===== src/verilog/cbt_pkg.sv =====
// package: constants, register layout and carrier types for the can bit-timing block
// Contract
// - wake filter bit set routes bus line through line filter for wake-up
// - phase two field bits 18..16 gives length field plus one quanta
// - free select set uses programmed phase two, else max(phase one, ipt)
// - triple sample bit set samples bus three times, else once
// - phase one field bits 13..11 gives length field plus one quanta
// - phase two not below phase one; hardware sets it when free select clear (with free select set, a shorter programmed phase two is kept)
// - register writes accepted only in configuration mode, code 100
package cbt_pkg;
    // ------------------------------------------------------------
    // register map
    // ------------------------------------------------------------
    localparam logic [7:0] CBT_ADDR_BIT_TIMING = 8'h00;
    localparam logic [7:0] CBT_ADDR_CONTROL = 8'h04;
    localparam logic [7:0] CBT_ADDR_STATUS = 8'h08;
    localparam logic [31:0] CBT_RESET_VALUE = 32'h0000_0000;
    localparam logic [31:0] CBT_WRITE_MASK = 32'h0047_FFFF;
    // ------------------------------------------------------------
    // field positions
    // ------------------------------------------------------------
    localparam int CBT_WAKE_BIT = 22;
    localparam int CBT_PH2_LSB = 16;
    localparam int CBT_FREE_BIT = 15;
    localparam int CBT_TRIPLE_BIT = 14;
    localparam int CBT_PH1_LSB = 11;
    localparam int CBT_PROP_LSB = 8;
    localparam int CBT_SJW_LSB = 6;
    localparam int CBT_BRP_LSB = 0;
    localparam int CBT_MODE_LSB = 21;
    // ------------------------------------------------------------
    // modes and timing constants
    // ------------------------------------------------------------
    localparam logic [2:0] CBT_MODE_CONFIG = 3'h4;
    localparam logic [2:0] CBT_MODE_RESET_VALUE = 3'h4;
    localparam logic [3:0] CBT_IPT_QUANTA = 4'h2;
    localparam logic [3:0] CBT_ONE = 4'h1;
    localparam logic [6:0] CBT_ONE7 = 7'h01;
    localparam logic [1:0] CBT_TICK_INIT = 2'h0;

    typedef struct packed {
        logic wake_line_filter_enable;
        logic [2:0] phase_two_length;
        logic phase_two_free_select;
        logic triple_sample_select;
        logic [2:0] phase_one_length;
        logic [2:0] propagation_segment_length;
        logic [1:0] resync_jump_width;
        logic [5:0] baud_prescaler;
    } cbt_cfg_s;

    typedef struct packed {
        logic [3:0] sync_tq;
        logic [3:0] prop_tq;
        logic [3:0] ph1_tq;
        logic [3:0] ph2_tq;
        logic [3:0] sjw_tq;
        logic [6:0] prescale;
        logic [5:0] bit_tq;
        logic triple;
        logic wake_filter;
    } cbt_timing_s;
endpackage : cbt_pkg


===== src/verilog/cbt_sync3.sv =====
// three-stage pin synchroniser with agreement filter
`timescale 1ns/100ps
`default_nettype none
module cbt_sync3 (
    input wire logic clock,
    input wire logic nrst,
    input wire logic pin,
    output logic level
);
    import cbt_pkg::*;
    logic [2:0] stage_reg;
    logic [2:0] stage_next;
    logic level_reg;
    logic level_next;

    // first stage feeds only the second
    always_comb begin
        stage_next = {stage_reg[1:0], pin};
        level_next = (stage_reg[2] == stage_reg[1]) ? stage_reg[2] : level_reg;
    end

    always_ff @(posedge clock or negedge nrst) begin
        if (!nrst) begin
            stage_reg <= 3'h7;
            level_reg <= 1'b1;
        end else begin
            stage_reg <= stage_next;
            level_reg <= level_next;
        end
    end

    assign level = level_reg;
endmodule : cbt_sync3
`default_nettype wire


===== src/verilog/cbt_top.sv =====
// can bit-timing register, apb slave and derived segment timing
`timescale 1ns/100ps
`default_nettype none
module cbt_top
    import cbt_pkg::*;
(
    input wire logic clock,
    input wire logic nrst,
    input wire logic psel,
    input wire logic penable,
    input wire logic pwrite,
    input wire logic [7:0] paddr,
    input wire logic [31:0] pwdata,
    output logic [31:0] prdata,
    output logic pready,
    output logic pslverr,
    input wire logic can_rx_pin,
    input wire logic [2:0] operating_mode_field,
    input wire logic sample_strobe,
    output logic wake_line,
    output logic bus_sample,
    output cbt_timing_s timing
);
    // ------------------------------------------------------------
    // register state
    // ------------------------------------------------------------
    logic [31:0] cfg_reg;
    logic [31:0] cfg_next;
    logic [31:0] prdata_reg;
    logic [31:0] prdata_next;
    logic reject_reg;
    logic reject_next;
    cbt_timing_s timing_reg;
    cbt_timing_s timing_next;
    cbt_cfg_s cfg;
    logic access;
    logic config_mode;
    logic rx_level;
    logic [2:0] hist_reg;
    logic [2:0] hist_next;
    logic sample_reg;
    logic sample_next;
    logic wake_reg;
    logic wake_next;
    logic [3:0] ph1_q;
    logic [3:0] ph2_q;
    logic [3:0] sjw_q;
    logic [2:0] raw_reg;
    logic [2:0] raw_next;

    cbt_sync3 i_cbt_sync3 (
        .clock(clock),
        .nrst(nrst),
        .pin(can_rx_pin),
        .level(rx_level)
    );

    assign cfg = cbt_cfg_s'({cfg_reg[CBT_WAKE_BIT], cfg_reg[CBT_PH2_LSB +: 3],
        cfg_reg[CBT_FREE_BIT], cfg_reg[CBT_TRIPLE_BIT], cfg_reg[CBT_PH1_LSB +: 3],
        cfg_reg[CBT_PROP_LSB +: 3], cfg_reg[CBT_SJW_LSB +: 2], cfg_reg[CBT_BRP_LSB +: 6]});
    assign access = psel && penable;
    assign config_mode = (operating_mode_field == CBT_MODE_CONFIG);

    // ------------------------------------------------------------
    // apb register access
    // ------------------------------------------------------------
    always_comb begin
        cfg_next = cfg_reg;
        prdata_next = prdata_reg;
        reject_next = reject_reg;
        if (access && pwrite && paddr == CBT_ADDR_BIT_TIMING) begin
            // mode-locked writes are dropped silently, recorded in status
            if (config_mode) begin
                cfg_next = pwdata & CBT_WRITE_MASK;
            end else begin
                reject_next = 1'b1;
            end
        end
        if (access && !pwrite) begin
            case (paddr)
                CBT_ADDR_BIT_TIMING: prdata_next = cfg_reg;
                CBT_ADDR_CONTROL: prdata_next = {8'h00, 1'b0, operating_mode_field,
                    20'h00000};
                CBT_ADDR_STATUS: prdata_next = {26'h0, timing_reg.bit_tq};
                default: prdata_next = 32'h0000_0000;
            endcase
        end
        if (access && paddr == CBT_ADDR_STATUS) begin
            prdata_next[31] = reject_reg;
            reject_next = 1'b0;
        end
    end

    always_ff @(posedge clock or negedge nrst) begin
        if (!nrst) begin
            cfg_reg <= CBT_RESET_VALUE;
            prdata_reg <= 32'h0000_0000;
            reject_reg <= 1'b0;
        end else begin
            cfg_reg <= cfg_next;
            prdata_reg <= prdata_next;
            reject_reg <= reject_next;
        end
    end

    // zero wait states: read data registered in the access cycle would lag,
    // so reads take one wait state and writes none
    logic rd_wait_reg;
    logic rd_wait_next;
    always_comb begin
        rd_wait_next = access && !pwrite && !rd_wait_reg;
    end
    always_ff @(posedge clock or negedge nrst) begin
        if (!nrst) begin
            rd_wait_reg <= 1'b0;
        end else begin
            rd_wait_reg <= rd_wait_next;
        end
    end
    assign pready = pwrite ? 1'b1 : rd_wait_reg;
    assign pslverr = 1'b0;
    assign prdata = prdata_reg;

    // ------------------------------------------------------------
    // segment timing derivation
    // ------------------------------------------------------------
    always_comb begin
        ph1_q = {1'b0, cfg.phase_one_length} + CBT_ONE;
        sjw_q = {2'b00, cfg.resync_jump_width} + CBT_ONE;
        if (cfg.phase_two_free_select) begin
            ph2_q = {1'b0, cfg.phase_two_length} + CBT_ONE;
        end else begin
            // hardware picks phase two, never shorter than processing time
            ph2_q = (ph1_q > CBT_IPT_QUANTA) ? ph1_q : CBT_IPT_QUANTA;
        end
        timing_next.sync_tq = CBT_ONE;
        timing_next.prop_tq = {1'b0, cfg.propagation_segment_length} + CBT_ONE;
        timing_next.ph1_tq = ph1_q;
        timing_next.ph2_tq = ph2_q;
        timing_next.sjw_tq = sjw_q;
        timing_next.prescale = {1'b0, cfg.baud_prescaler} + CBT_ONE7;
        timing_next.bit_tq = 6'({2'b00, CBT_ONE} + {2'b00, timing_next.prop_tq}
            + {2'b00, ph1_q} + {2'b00, ph2_q});
        timing_next.triple = cfg.triple_sample_select;
        timing_next.wake_filter = cfg.wake_line_filter_enable;
    end

    always_ff @(posedge clock or negedge nrst) begin
        if (!nrst) begin
            timing_reg <= '0;
        end else begin
            timing_reg <= timing_next;
        end
    end
    assign timing = timing_reg;

    // ------------------------------------------------------------
    // bus sampling and wake line
    // ------------------------------------------------------------
    always_comb begin
        hist_next = hist_reg;
        sample_next = sample_reg;
        if (sample_strobe) begin
            hist_next = {hist_reg[1:0], rx_level};
            if (cfg.triple_sample_select) begin
                // majority of this strobe's sample and the two previous strobe samples
                sample_next = (hist_reg[1] & hist_reg[0]) | (hist_reg[1] & rx_level)
                    | (hist_reg[0] & rx_level);
            end else begin
                sample_next = rx_level;
            end
        end
        // filtered wake path uses the agreed level, raw path the plain flop chain
        wake_next = cfg.wake_line_filter_enable ? rx_level : raw_reg[2];
    end

    always_ff @(posedge clock or negedge nrst) begin
        if (!nrst) begin
            hist_reg <= 3'h7;
            sample_reg <= 1'b1;
            wake_reg <= 1'b1;
        end else begin
            hist_reg <= hist_next;
            sample_reg <= sample_next;
            wake_reg <= wake_next;
        end
    end
    assign bus_sample = sample_reg;
    assign wake_line = wake_reg;

    // ------------------------------------------------------------
    // unfiltered wake path
    // ------------------------------------------------------------
    // the pin is asynchronous even with the line filter off, so the raw
    // path still passes three flops; it only skips the agreement check
    always_comb begin
        raw_next = {raw_reg[1:0], can_rx_pin};
    end

    always_ff @(posedge clock or negedge nrst) begin
        if (!nrst) begin
            raw_reg <= '1;
        end else begin
            raw_reg <= raw_next;
        end
    end
endmodule : cbt_top
`default_nettype wire


===== config.mk =====
export PLATFORM = sky130hd
export DESIGN_NAME = cbt_top
export DESIGN_NICKNAME = d
export VERILOG_FILES = /design/src/verilog/cbt_pkg.sv /design/src/verilog/cbt_sync3.sv /design/src/verilog/cbt_top.sv
export SDC_FILE = /design/constraint.sdc
export NUM_CORES = 1
export LEC_CHECK = 0
export BUFFER_PORTS_ARGS = -buffer_cell sky130_fd_sc_hd__buf_2
export CAP_MARGIN = 40
export CORE_UTILIZATION = 50
export CTS_CLUSTER_DIAMETER = 150
export DETAILED_ROUTE_END_ITERATION = 8
export GPL_TIMING_DRIVEN = 0
export MAX_ROUTING_LAYER = met4
export PLACE_DENSITY = 0.79
export REMOVE_ABC_BUFFERS = 1
export SYNTH_ARGS = -nofsm -noshare
export SYNTH_HDL_FRONTEND = slang
export SYNTH_HIERARCHICAL = 1
export SYNTH_SLANG_ARGS = --single-unit

===== constraint.sdc =====
create_clock -name clock -period 3.9 [get_ports clock]
set_input_delay 0.195 -clock clock [delete_from_list [all_inputs] [get_ports clock]]
set_output_delay 0.195 -clock clock [all_outputs]
set_load 0.02 [all_outputs]

==> results.toml, run 1 <==
[worst_setup_path]
reg2reg_slack_ns = 0.93
cpPeakStageDelay_ns = 0.48
critPathMaxFanout = 6
cpMaxStageDelayCell = "fa_1"
end_kind = "flop"
worst-setup-path-type = "reg -> reg"
cp.required_ns = 4.17
crit_family = "adder cells"
path_buf_inv = 1
critPathLaunchType = "flop"
cp_cell_sequence = "ha_1 -> xnor2_1 -> inv_1 -> o21ai_0 -> mux2_2 -> fa_1 -> fa_1 -> a21o_1 -> a21oi_1 -> xor2_1"
path_common_cell = "fa_1"
arrival_ns = 3.25

[clock_network]
numCtsBuffers = 9
htreeDepth = 3
clk_latency_ns = 0.35
postCtsSetupRepairBufs = 0
cts_resized = 0
cts_max_path_buffers = 2
clk_pin_slew_worst_paths_ns = 0.09
cts_root_buf = "clkbuf_8"
clkSinkCount = 87
ctsHoldBuffers = 2
cts_tree = "yes"

[timing]
relSlewSlack_pct = 54.4
finalSetupViolations = 0
rsz0062_at_grt = "no"
tightest_slew_ns = 0.681
fmax_mhz = 336
period_share_pct = 76.2
tns_ns = 0
period_needed_ns = 2.97
finalHoldViolCount = 0
drv_slew = 0
fin_ws_ns = 0.927
fin_worst_skew_ns = 0.0120

[global_route]
grt_pass1_vias = 2425
use_met1_pct = 24.1
overflow = 0
grt_pass1_wl_um = 11300
grt_max_degree = 49
grt.met2_usage_pct = 32.3
use_met3_pct = 5.84
track_usage_pct = 20.4
antenna_found_initial = 0
grt.busiest_layer = "met2"

[worst_hold_path]
min_path_type = "in -> reg"

[synth]
netlist.area_leader.share_pct = 51.5
synthCells = 295
ys.flop_type = "dfrtp_1"
synth_area_um2 = 3690
yosys.area.top_type = "dfrtp_1"
synthTopCellsByArea = "dfrtp_1 (51%), dfstp_2 (7.8%), mux2_2 (7.3%)"
synth_cell_types = 41
synth-seq-cells = 87
yosys_warnings = 6
synthArstFlopShare_pct = 100
synth.avg_cell_area_um2 = 12.5
synth-edff-count = 0
synth-seq-area-share_pct = 59.3

[layout]
fillers = 567
n_antenna_cell = 0
fin_nets = 460
area.growth.synth_to_final_pct = 20.1
largest_register_ffs = 31
drive_above_1_share_pct = 39.0

[placed_design]
dp_slack_ns = 0.916
place_hpwl_um = 5200
place.gp.congestion = 0.829
place.port_buffers = 94

[detailed_routing]
finalWirelength_um = 6920
avgRoutedWirePerCell_um = 13.9
dr.pass1.iters = 4
ant_nets = 0
drtIter0Drc = 114
vias = 2476
via_per_inst = 4.99
drc = 0

[pwr]
power.density_nw_per_um2 = 365
intPower_w = 0.00123
net-switching-power_w = 0.000390
p_sw_share_pct = 24.1
clockPowerShare_pct = 36.4
vdd_ir_drop_max_mv = 0.197
p_leak_nw = 2.34
p_comb_share_pct = 6.2
pwr-share-seq_pct = 57.4

[die]
die-width_um = 88.0
die_y_um = 88.0
num_rows = 30
core_area_um2 = 6980
fp.dieArea_um2 = 7740
boundaryPins = 121
initial_utilization_pct = 52.9

[run_status]
status = "finished, final reports clean"

[job]
cap_violations = 0
==> layer usage <==
layer	share of wire (%)	up-vias	wire length [um]
met3	6.4	12	441
met4	2.1	0	143
met1	42	1206	2880
met2	50	92	3450
met5	0	-	0
li1	-	1166	-
==> cell usage in the layout (no fill, tap or decap), drive strengths merged, types with 4 or more instances in the layout <==
cell	netlist	final
and3	4	4
clkbuf	5	10
mux2i	8	8
o21a	4	4
xnor2	6	6
a21oi	5	5
ha	11	11
inv	19	20
nand3	5	5
dfstp	11	11
o21ai	14	14
conb	2	15
xor2	4	4
mux2	24	24
clkinv	0	5
buf	18	97
fa	4	4
o31ai	11	11
nand2	40	40
dfrtp	76	76
==> cell type report <==
type                       count  area (um2)  share of cell area [%]
timing repair buffer          99         547                    12.3
tap                           96         120                    2.71
sequential                    87        2190                    49.4
inverter                      19        71.3                    1.61
clock buffer                  10         149                    3.36
multi-input combinational    179        1320                    29.7
clock inverter                 6        41.3                   0.931
==> metrics by stage <==
stage | instance area (um2) | hold WS, ns | total power, W | utilization (%) | std cells
floorplan | 3580 | -0.101 | 0.000989 | - | 285
global route | 4440 | 0.0515 | 0.00169 | 63.5 | 496
CTS | 4440 | 0.0482 | 0.00164 | 63.5 | 496
global placement | 4170 | 0.310 | 0.00104 | 59.7 | 475
finish | 4440 | 0.0673 | 0.00162 | 63.5 | 496
detailed placement | 4230 | 0.205 | 0.00105 | 60.5 | 478
==> path summary, 6_finish.rpt <==
path | from | to | cells after the start
min reg2reg | raw_reg[1] | raw_reg[2] | 0
max in group asynchronous | nrst | prdata[20] | 3
min | pwdata[11] | cfg_reg[11] | 2
max | cfg_reg[11] | timing[6] | 10
max reg2reg | cfg_reg[11] | timing[6] | 10
min in group asynchronous | nrst | cfg_reg[12] | 2
==> logic make-up (layout without fill, tap and decap cells) <==
logic type	after synthesis	after routing	share of synthesized area [%]
xor gates and xnor gates	10	10	2.37
muxes	32	32	9.49
adders and majority gates	16	16	6.20
and+or+nand+nor	68	68	9.52
AOI/OAI and AO/OA	38	38	6.57
other	2	15	0.203
DFF	87	87	59.3
buffers and inverters	42	134	6.33
==> cells in the mapped netlist (4+ instances only) <==
cell type,number
a21oi_1,5
and3_1,4
buf_4,14
clkbuf_1,5
dfrtp_1,76
dfstp_2,11
fa_1,4
ha_1,11
inv_1,19
mux2_2,24
mux2i_1,8
nand2_1,40
nand3_1,5
o21a_1,4
o21ai_0,14
o31ai_1,10
xnor2_1,6
xor2_1,4
==> power by group through the flow <==
| stage | Combinational [W] | Sequential [W] | Clock, W |
|---|---|---|---|
| 2_1_floorplan | 0.0000376 | 0.000952 | 0 |
| 3_3_place_gp | 0.0000916 | 0.000946 | 0 |
| 3_5_place_dp | 0.000100 | 0.000947 | 0 |
| 4_1_cts | 0.000101 | 0.000930 | 0.000605 |
| 5_1_grt | 0.000111 | 0.000932 | 0.000642 |
| 6_report | 0.000100 | 0.000930 | 0.000590 |
Note: power is estimated with default switching activity, not from simulation.
==> run 2: changes to the inputs <==
--- a/config.mk
+++ b/config.mk
@@ -5,14 +5,15 @@
 export SDC_FILE = /design/constraint.sdc
 export NUM_CORES = 1
 export LEC_CHECK = 0
+export ABC_AREA = 1
 export BUFFER_PORTS_ARGS = -buffer_cell sky130_fd_sc_hd__buf_2
 export CAP_MARGIN = 40
-export CORE_UTILIZATION = 50
+export CORE_UTILIZATION = 46
 export CTS_CLUSTER_DIAMETER = 150
 export DETAILED_ROUTE_END_ITERATION = 8
 export GPL_TIMING_DRIVEN = 0
 export MAX_ROUTING_LAYER = met4
-export PLACE_DENSITY = 0.79
+export PLACE_DENSITY = 0.76
 export REMOVE_ABC_BUFFERS = 1
 export SYNTH_ARGS = -nofsm -noshare
 export SYNTH_HDL_FRONTEND = slang
==> constraint.sdc (replaced) <==
create_clock -name clock -period 2.7 [get_ports clock]
set_input_delay 0.135 -clock clock [delete_from_list [all_inputs] [get_ports clock]]
set_output_delay 0.135 -clock clock [all_outputs]
set_load 0.02 [all_outputs]
==> run 2 against run 1 <==
Net effect: area after synthesis grew 3.3%; via count grew 17%; utilization shrank 5.1 points; worst setup slack lost 0.80 ns; combinational power grew 51%; clock power grew 64%; critical path depth grew 2.
==> results.toml, run 2 <==
[run_status]
status = "finished, final reports clean"

[worst_setup_path]
r2r-end = "timing[7]"
r2r_start = "cfg_reg[11]"
cp.required_ns = 2.97
arrival_ns = 2.84
reg2reg_slack_ns = 0.13
end_kind = "flop"
critPathMaxFanout = 6
r2r_cells = 12
worst-setup-path-type = "reg -> reg"
critPathLaunchType = "flop"

[layout]
largest_register_ffs = 31
final_cell_mix = "nand2_1 (125), buf_2 (93), dfrtp_1 (75), inv_1 (32), nand3_1 (30)"
layout_commonest_cell = "nand2_1"
drive_above_1_share_pct = 29.4
n_antenna_cell = 0
area.growth.synth_to_final_pct = 20.8
multi_input_area_um2 = 1360
fin_nets = 557
fillers = 733
seqCellArea_um2 = 2190

[synth]
synth-seq-cells = 87
ys_top_cells_by_count = "nand2_1 (125), dfrtp_1 (76), inv_1 (32), nand3_1 (30), nand4_1 (20)"
yosysMostFrequentCell = "nand2_1"
netlist.area_leader.share_pct = 49.9
synth_area_um2 = 3810
yosys_warnings = 6
synth.avg_cell_area_um2 = 9.73
synthTopCellsByArea = "dfrtp_1 (50%), nand2_1 (12%), dfstp_2 (7.6%)"
synth_cell_types = 32
synthArstFlopShare_pct = 100
yosys.area.top_type = "dfrtp_1"
synth-seq-area-share_pct = 57.4
ys.flop_type = "dfrtp_1"
synthCells = 392
synth-edff-count = 0

[detailed_routing]
vias = 2908
drtIter0Drc = 121
via_per_inst = 4.85
avgRoutedWirePerCell_um = 13.9
drc = 0
ant_nets = 0
finalWirelength_um = 8350
dr.pass1.iters = 4

[timing]
fin_ws_ns = 0.131
fin_worst_skew_ns = 0.00850
relSlewSlack_pct = 47.8
period_needed_ns = 2.57
fmax_mhz = 389
whs_ns = 0.0212
period_share_pct = 95.1
finalSetupViolations = 0
drv_slew = 0
tightest_slew_ns = 0.782
finalHoldViolCount = 0

[job]
cap_violations = 0

[global_route]
grt_pass1_vias = 2843
use_met1_pct = 26.1
grt_max_degree = 45
use_met3_pct = 3.90
antenna_found_initial = 0
grt.met2_usage_pct = 33.9
track_usage_pct = 21.1
grt.busiest_layer = "met2"
overflow = 0
grt_pass1_wl_um = 13500

[die]
core_area_um2 = 7890
initial_utilization_pct = 48.4
die-width_um = 93.1
fp.dieArea_um2 = 8660
boundaryPins = 121
die_y_um = 93.1
num_rows = 32

[placed_design]
place.gp.congestion = 0.821
dp_slack_ns = -0.197
place.port_buffers = 94
place_hpwl_um = 5770

[clock_network]
clk_latency_ns = 0.35
clk_pin_slew_worst_paths_ns = 0.08
cts_root_buf = "clkbuf_8"
cts_tree = "yes"
htreeDepth = 3
cts_max_path_buffers = 2
numCtsBuffers = 9
clkSinkCount = 87

[worst_hold_path]
holdPathStages = 3
hold_start = "pwdata[5]"
hold_end = "cfg_reg[5]"
min_path_type = "in -> reg"

[pwr]
p_leak_nw = 2.64
vdd_ir_drop_max_mv = 0.305
power.density_nw_per_um2 = 533
-- run 2: changes by cell type in the layout (fill, tap and decap cells not counted), moves of 4 or more --
| cell | before | now |
|---|---|---|
| nand2_1 | 40 | 125 |
| nand3_1 | 5 | 30 |
| mux2_2 | 24 | 1 |
| nand4_1 | 1 | 20 |
| inv_1 | 19 | 32 |
| o21ai_0 | 14 | 2 |
| nor2_1 | 2 | 12 |
| o31ai_1 | 10 | 0 |
| mux2i_1 | 8 | 0 |
| buf_4 | 1 | 6 |
| and3_1 | 4 | 0 |
| nor2_2 | 0 | 4 |
| o21a_1 | 4 | 0 |
-- run 2: timing repair --
item	CTS	global route
endpoints found under the setup margin	4	3
hold buffers	3	0
gates resized for setup	2	5
pin swaps	0	1
buffers inserted	0	5
endpoints found under the hold margin	46	0
-- run 2: cells by family after synthesis --
| group | synth area share [%] |
|---|---|
| AND/OR/NAND/NOR | 23.2 |
| XOR/XNOR | 2.30 |
| adder cells (fa/ha/maj) | 5.71 |
| AO/OA/AOI/OAI | 2.03 |
| multiplexers | 0.295 |
| flip-flops | 57.4 |
| other | 0.197 |
| buffers and inverters | 8.86 |
-- run 2: final cells by class --
class / instances / share of cell area, %
inverter: 35 / 2.85
timing repair buffer: 105 / 12.7
sequential: 87 / 47.6
clock buffer: 12 / 2.93
clock inverter: 4 / 1.57
tap: 102 / 2.77
multi-input combinational: 254 / 29.6
-- run 2: worst max path at each step --
stage	from	endpoint	depth (start not counted)
after floorplan	cfg_reg[11]	timing[6]	10
after global placement	cfg_reg[11]	timing[6]	10
after detailed placement	cfg_reg[11]	timing[6]	10
after CTS	cfg_reg[11]	timing[6]	10
after global routing	cfg_reg[11]	timing[7]	12
final	cfg_reg[11]	timing[7]	12
-- run 2: report_power, final --
group	internal, W	switching [W]
Sequential	0.00133	0.0000101
Clock	0.000521	0.000447
Combinational	0.0000461	0.000104
Total	0.00190	0.000561
-- run 2: worst max-delay path, cell delays in order (launching register included) --
cell and delay [ns]:
dfrtp_2 0.45, ha_2 0.21, xor2_2 0.15, inv_2 0.08
nand2_1 0.10, o21ai_2 0.20, fa_1 0.49, buf_4 0.16
ha_1 0.27, nand3_1 0.07, nand2_1 0.09, nand2_1 0.07
a21oi_1 0.15
-- run 2: per-stage QoR --
stage	total power [W]	util (%)	std cells	instance area, um2	TNS (ns)
after floorplan	0.00143	-	376	3660	0
after global placement	0.00150	53.9	572	4260	-0.119
after detailed placement	0.00151	54.6	575	4300	-0.213
after CTS	0.00248	57.6	594	4550	0
after global routing	0.00255	58.4	599	4610	-0.0287
final	0.00246	58.4	599	4610	0
-- run 2: layer usage --
layer  vias up  share of wire, %
li1       1408                 -
met1      1385                44
met2        97                49
met3        18               4.9
met4         0               2.2
met5         -                 0
==> run 3: changes to the inputs <==
--- a/config.mk
+++ b/config.mk
@@ -8,12 +8,13 @@
 export ABC_AREA = 1
 export BUFFER_PORTS_ARGS = -buffer_cell sky130_fd_sc_hd__buf_2
 export CAP_MARGIN = 40
+export CORE_ASPECT_RATIO = 1.4
 export CORE_UTILIZATION = 46
 export CTS_CLUSTER_DIAMETER = 150
 export DETAILED_ROUTE_END_ITERATION = 8
 export GPL_TIMING_DRIVEN = 0
 export MAX_ROUTING_LAYER = met4
-export PLACE_DENSITY = 0.76
+export PLACE_DENSITY_LB_ADDON = 0.15
 export REMOVE_ABC_BUFFERS = 1
 export SYNTH_ARGS = -nofsm -noshare
 export SYNTH_HDL_FRONTEND = slang
==> run 3 against run 2 <==
Net effect: combinational power is 3% higher; clock power hardly changed; wire length is 1.6% lower; utilization is 0.21 points lower; die area hardly changed; total power is 0.18% higher; sequential power hardly changed; fmax is 2.1% lower; flip-flop and latch count stayed put; first-iteration DRC count is 26% higher; sequential share of layout area is 0.14 points higher; global-route usage is 0.092 points higher; critical path type unchanged; critical endpoint is now timing[6].
==> results.toml, run 3 (same netlist as run 2, synthesis figures left out) <==
[run_status]
status = "finished, final reports clean"

[global_route]
grt_pass1_wl_um = 13100
grt_pass1_vias = 2701
grt_max_degree = 62
antenna_found_initial = 0
overflow = 0
track_usage_pct = 21.2

[die]
boundaryPins = 121
num_rows = 38
die_y_um = 110
initial_utilization_pct = 48.3
die-width_um = 79.0
fp.dieArea_um2 = 8670
core_area_um2 = 7890

[worst_setup_path]
arrival_ns = 2.88
worst-setup-path-type = "reg -> reg"
end_kind = "flop"
critPathMaxFanout = 6
reg2reg_slack_ns = 0.08
critPathLaunchType = "flop"
cp.required_ns = 2.95

[pwr]
clockPowerShare_pct = 39.3
p_comb_share_pct = 6.3
power.density_nw_per_um2 = 536
vdd_ir_drop_max_mv = 0.293
p_sw_share_pct = 22.9
p_leak_nw = 2.65
pwr-share-seq_pct = 54.4
net-switching-power_w = 0.000564
intPower_w = 0.00190
p_total_w = 0.00246

[detailed_routing]
vias = 2900
drc = 0
via_per_inst = 4.87
ant_nets = 0
dr.pass1.iters = 4
avgRoutedWirePerCell_um = 13.8
finalWirelength_um = 8220
drtIter0Drc = 152

[layout]
area.growth.synth_to_final_pct = 20.5
layout_commonest_cell = "nand2_1"
layoutNonFillerInstCount = 595
final_cell_mix = "nand2_1 (125), buf_2 (93), dfrtp_1 (75), inv_1 (32), nand3_1 (30)"
drive_above_1_share_pct = 28.1
largest_register_ffs = 31
n_antenna_cell = 0
fin_nets = 555

[timing]
fin_ws_ns = 0.0758
finalHoldViolCount = 0
finalSetupViolations = 0
tns_ns = 0
relSlewSlack_pct = 52.3
drv_slew = 0
tightest_slew_ns = 0.714
period_needed_ns = 2.62
period_share_pct = 97.2
fmax_mhz = 381
fin_worst_skew_ns = 0.00775
whs_ns = 0.0118

[clock_network]
htreeDepth = 3
clkSinkCount = 87
cts_tree = "yes"
numCtsBuffers = 9
cts_max_path_buffers = 2
clk_latency_ns = 0.37
cts_root_buf = "clkbuf_8"
clk_pin_slew_worst_paths_ns = 0.08

[placed_design]
place_hpwl_um = 5750
place_inst = 574
dp_slack_ns = -0.0983
place.gp.congestion = 0.896
place.port_buffers = 94

[job]
cap_violations = 0

[worst_hold_path]
min_path_type = "in -> reg"
==> run 3: changes by cell type in the layout (fill, tap and decap cells not counted), sizes merged <==
cell	change
buf	-4
dlygate4sd3	+2
clkinv	+1
clkinvlp	-1
==> run 3: final cells by class <==
class                   instances  area [um2]
clock buffers                  12         135
flip-flops and latches         87        2190
clock inverters                 4        70.1
repair buffers                103         596
inverters                      35         131
fillers                       721        3300
well taps                     100         125
multi-input cells             254        1350
==> run 3: final timing paths <==
path / start / to / cells after the start
worst max-delay path: cfg_reg[11] / timing[6] / 10
worst min-delay path: pwdata[13] / cfg_reg[13] / 3
worst max register to register: cfg_reg[11] / timing[6] / 10
worst min register to register: raw_reg[0] / raw_reg[1] / 0
max in group asynchronous: nrst / raw_reg[0] / 3
min in group asynchronous: nrst / prdata[0] / 2
==> run 3: what timing repair did <==
action | in CTS | in global routing
setup buffers | 0 | 0
gates resized for setup | 1 | 3
endpoints found under the setup margin | 1 | 3
hold buffers | 5 | 0
endpoints found under the hold margin | 33 | 0
gates cloned | 0 | 0
==> run 3: layer usage <==
layer	track usage [%]	vias up	part of all wire (%)
met3	4.23	14	4.4
met2	34.2	83	51
met4	10.1	0	2.2
li1	-	1406	-
met1	25.4	1397	43
met5	-	-	0
==> run 3: stage by stage <==
step                util, %  cell area (um2)
floorplan                 -             3660
global placement       53.9             4250
detailed placement     54.8             4330
CTS                    58.1             4580
global route           58.2             4600
finish                 58.2             4600
==> run 3: power by group through the flow <==
stage                     registers [W]  clock network (W)  logic [W]
after CTS                       0.00134           0.000985   0.000158
after detailed placement        0.00136                  0   0.000152
final                           0.00134           0.000968   0.000156
after global routing            0.00134            0.00104   0.000173
after global placement          0.00136                  0   0.000140
after floorplan                 0.00137                  0  0.0000553
==> run 3: worst max-delay path, stage by stage, from the launching register on <==
cell and delay, ns:
dfrtp_2 0.45, ha_1 0.24, xor2_2 0.17, inv_2 0.09
nand2_1 0.10, o21ai_2 0.20, fa_1 0.47, fa_1 0.47
nand3_1 0.11, nand3_1 0.08, xnor2_1 0.13
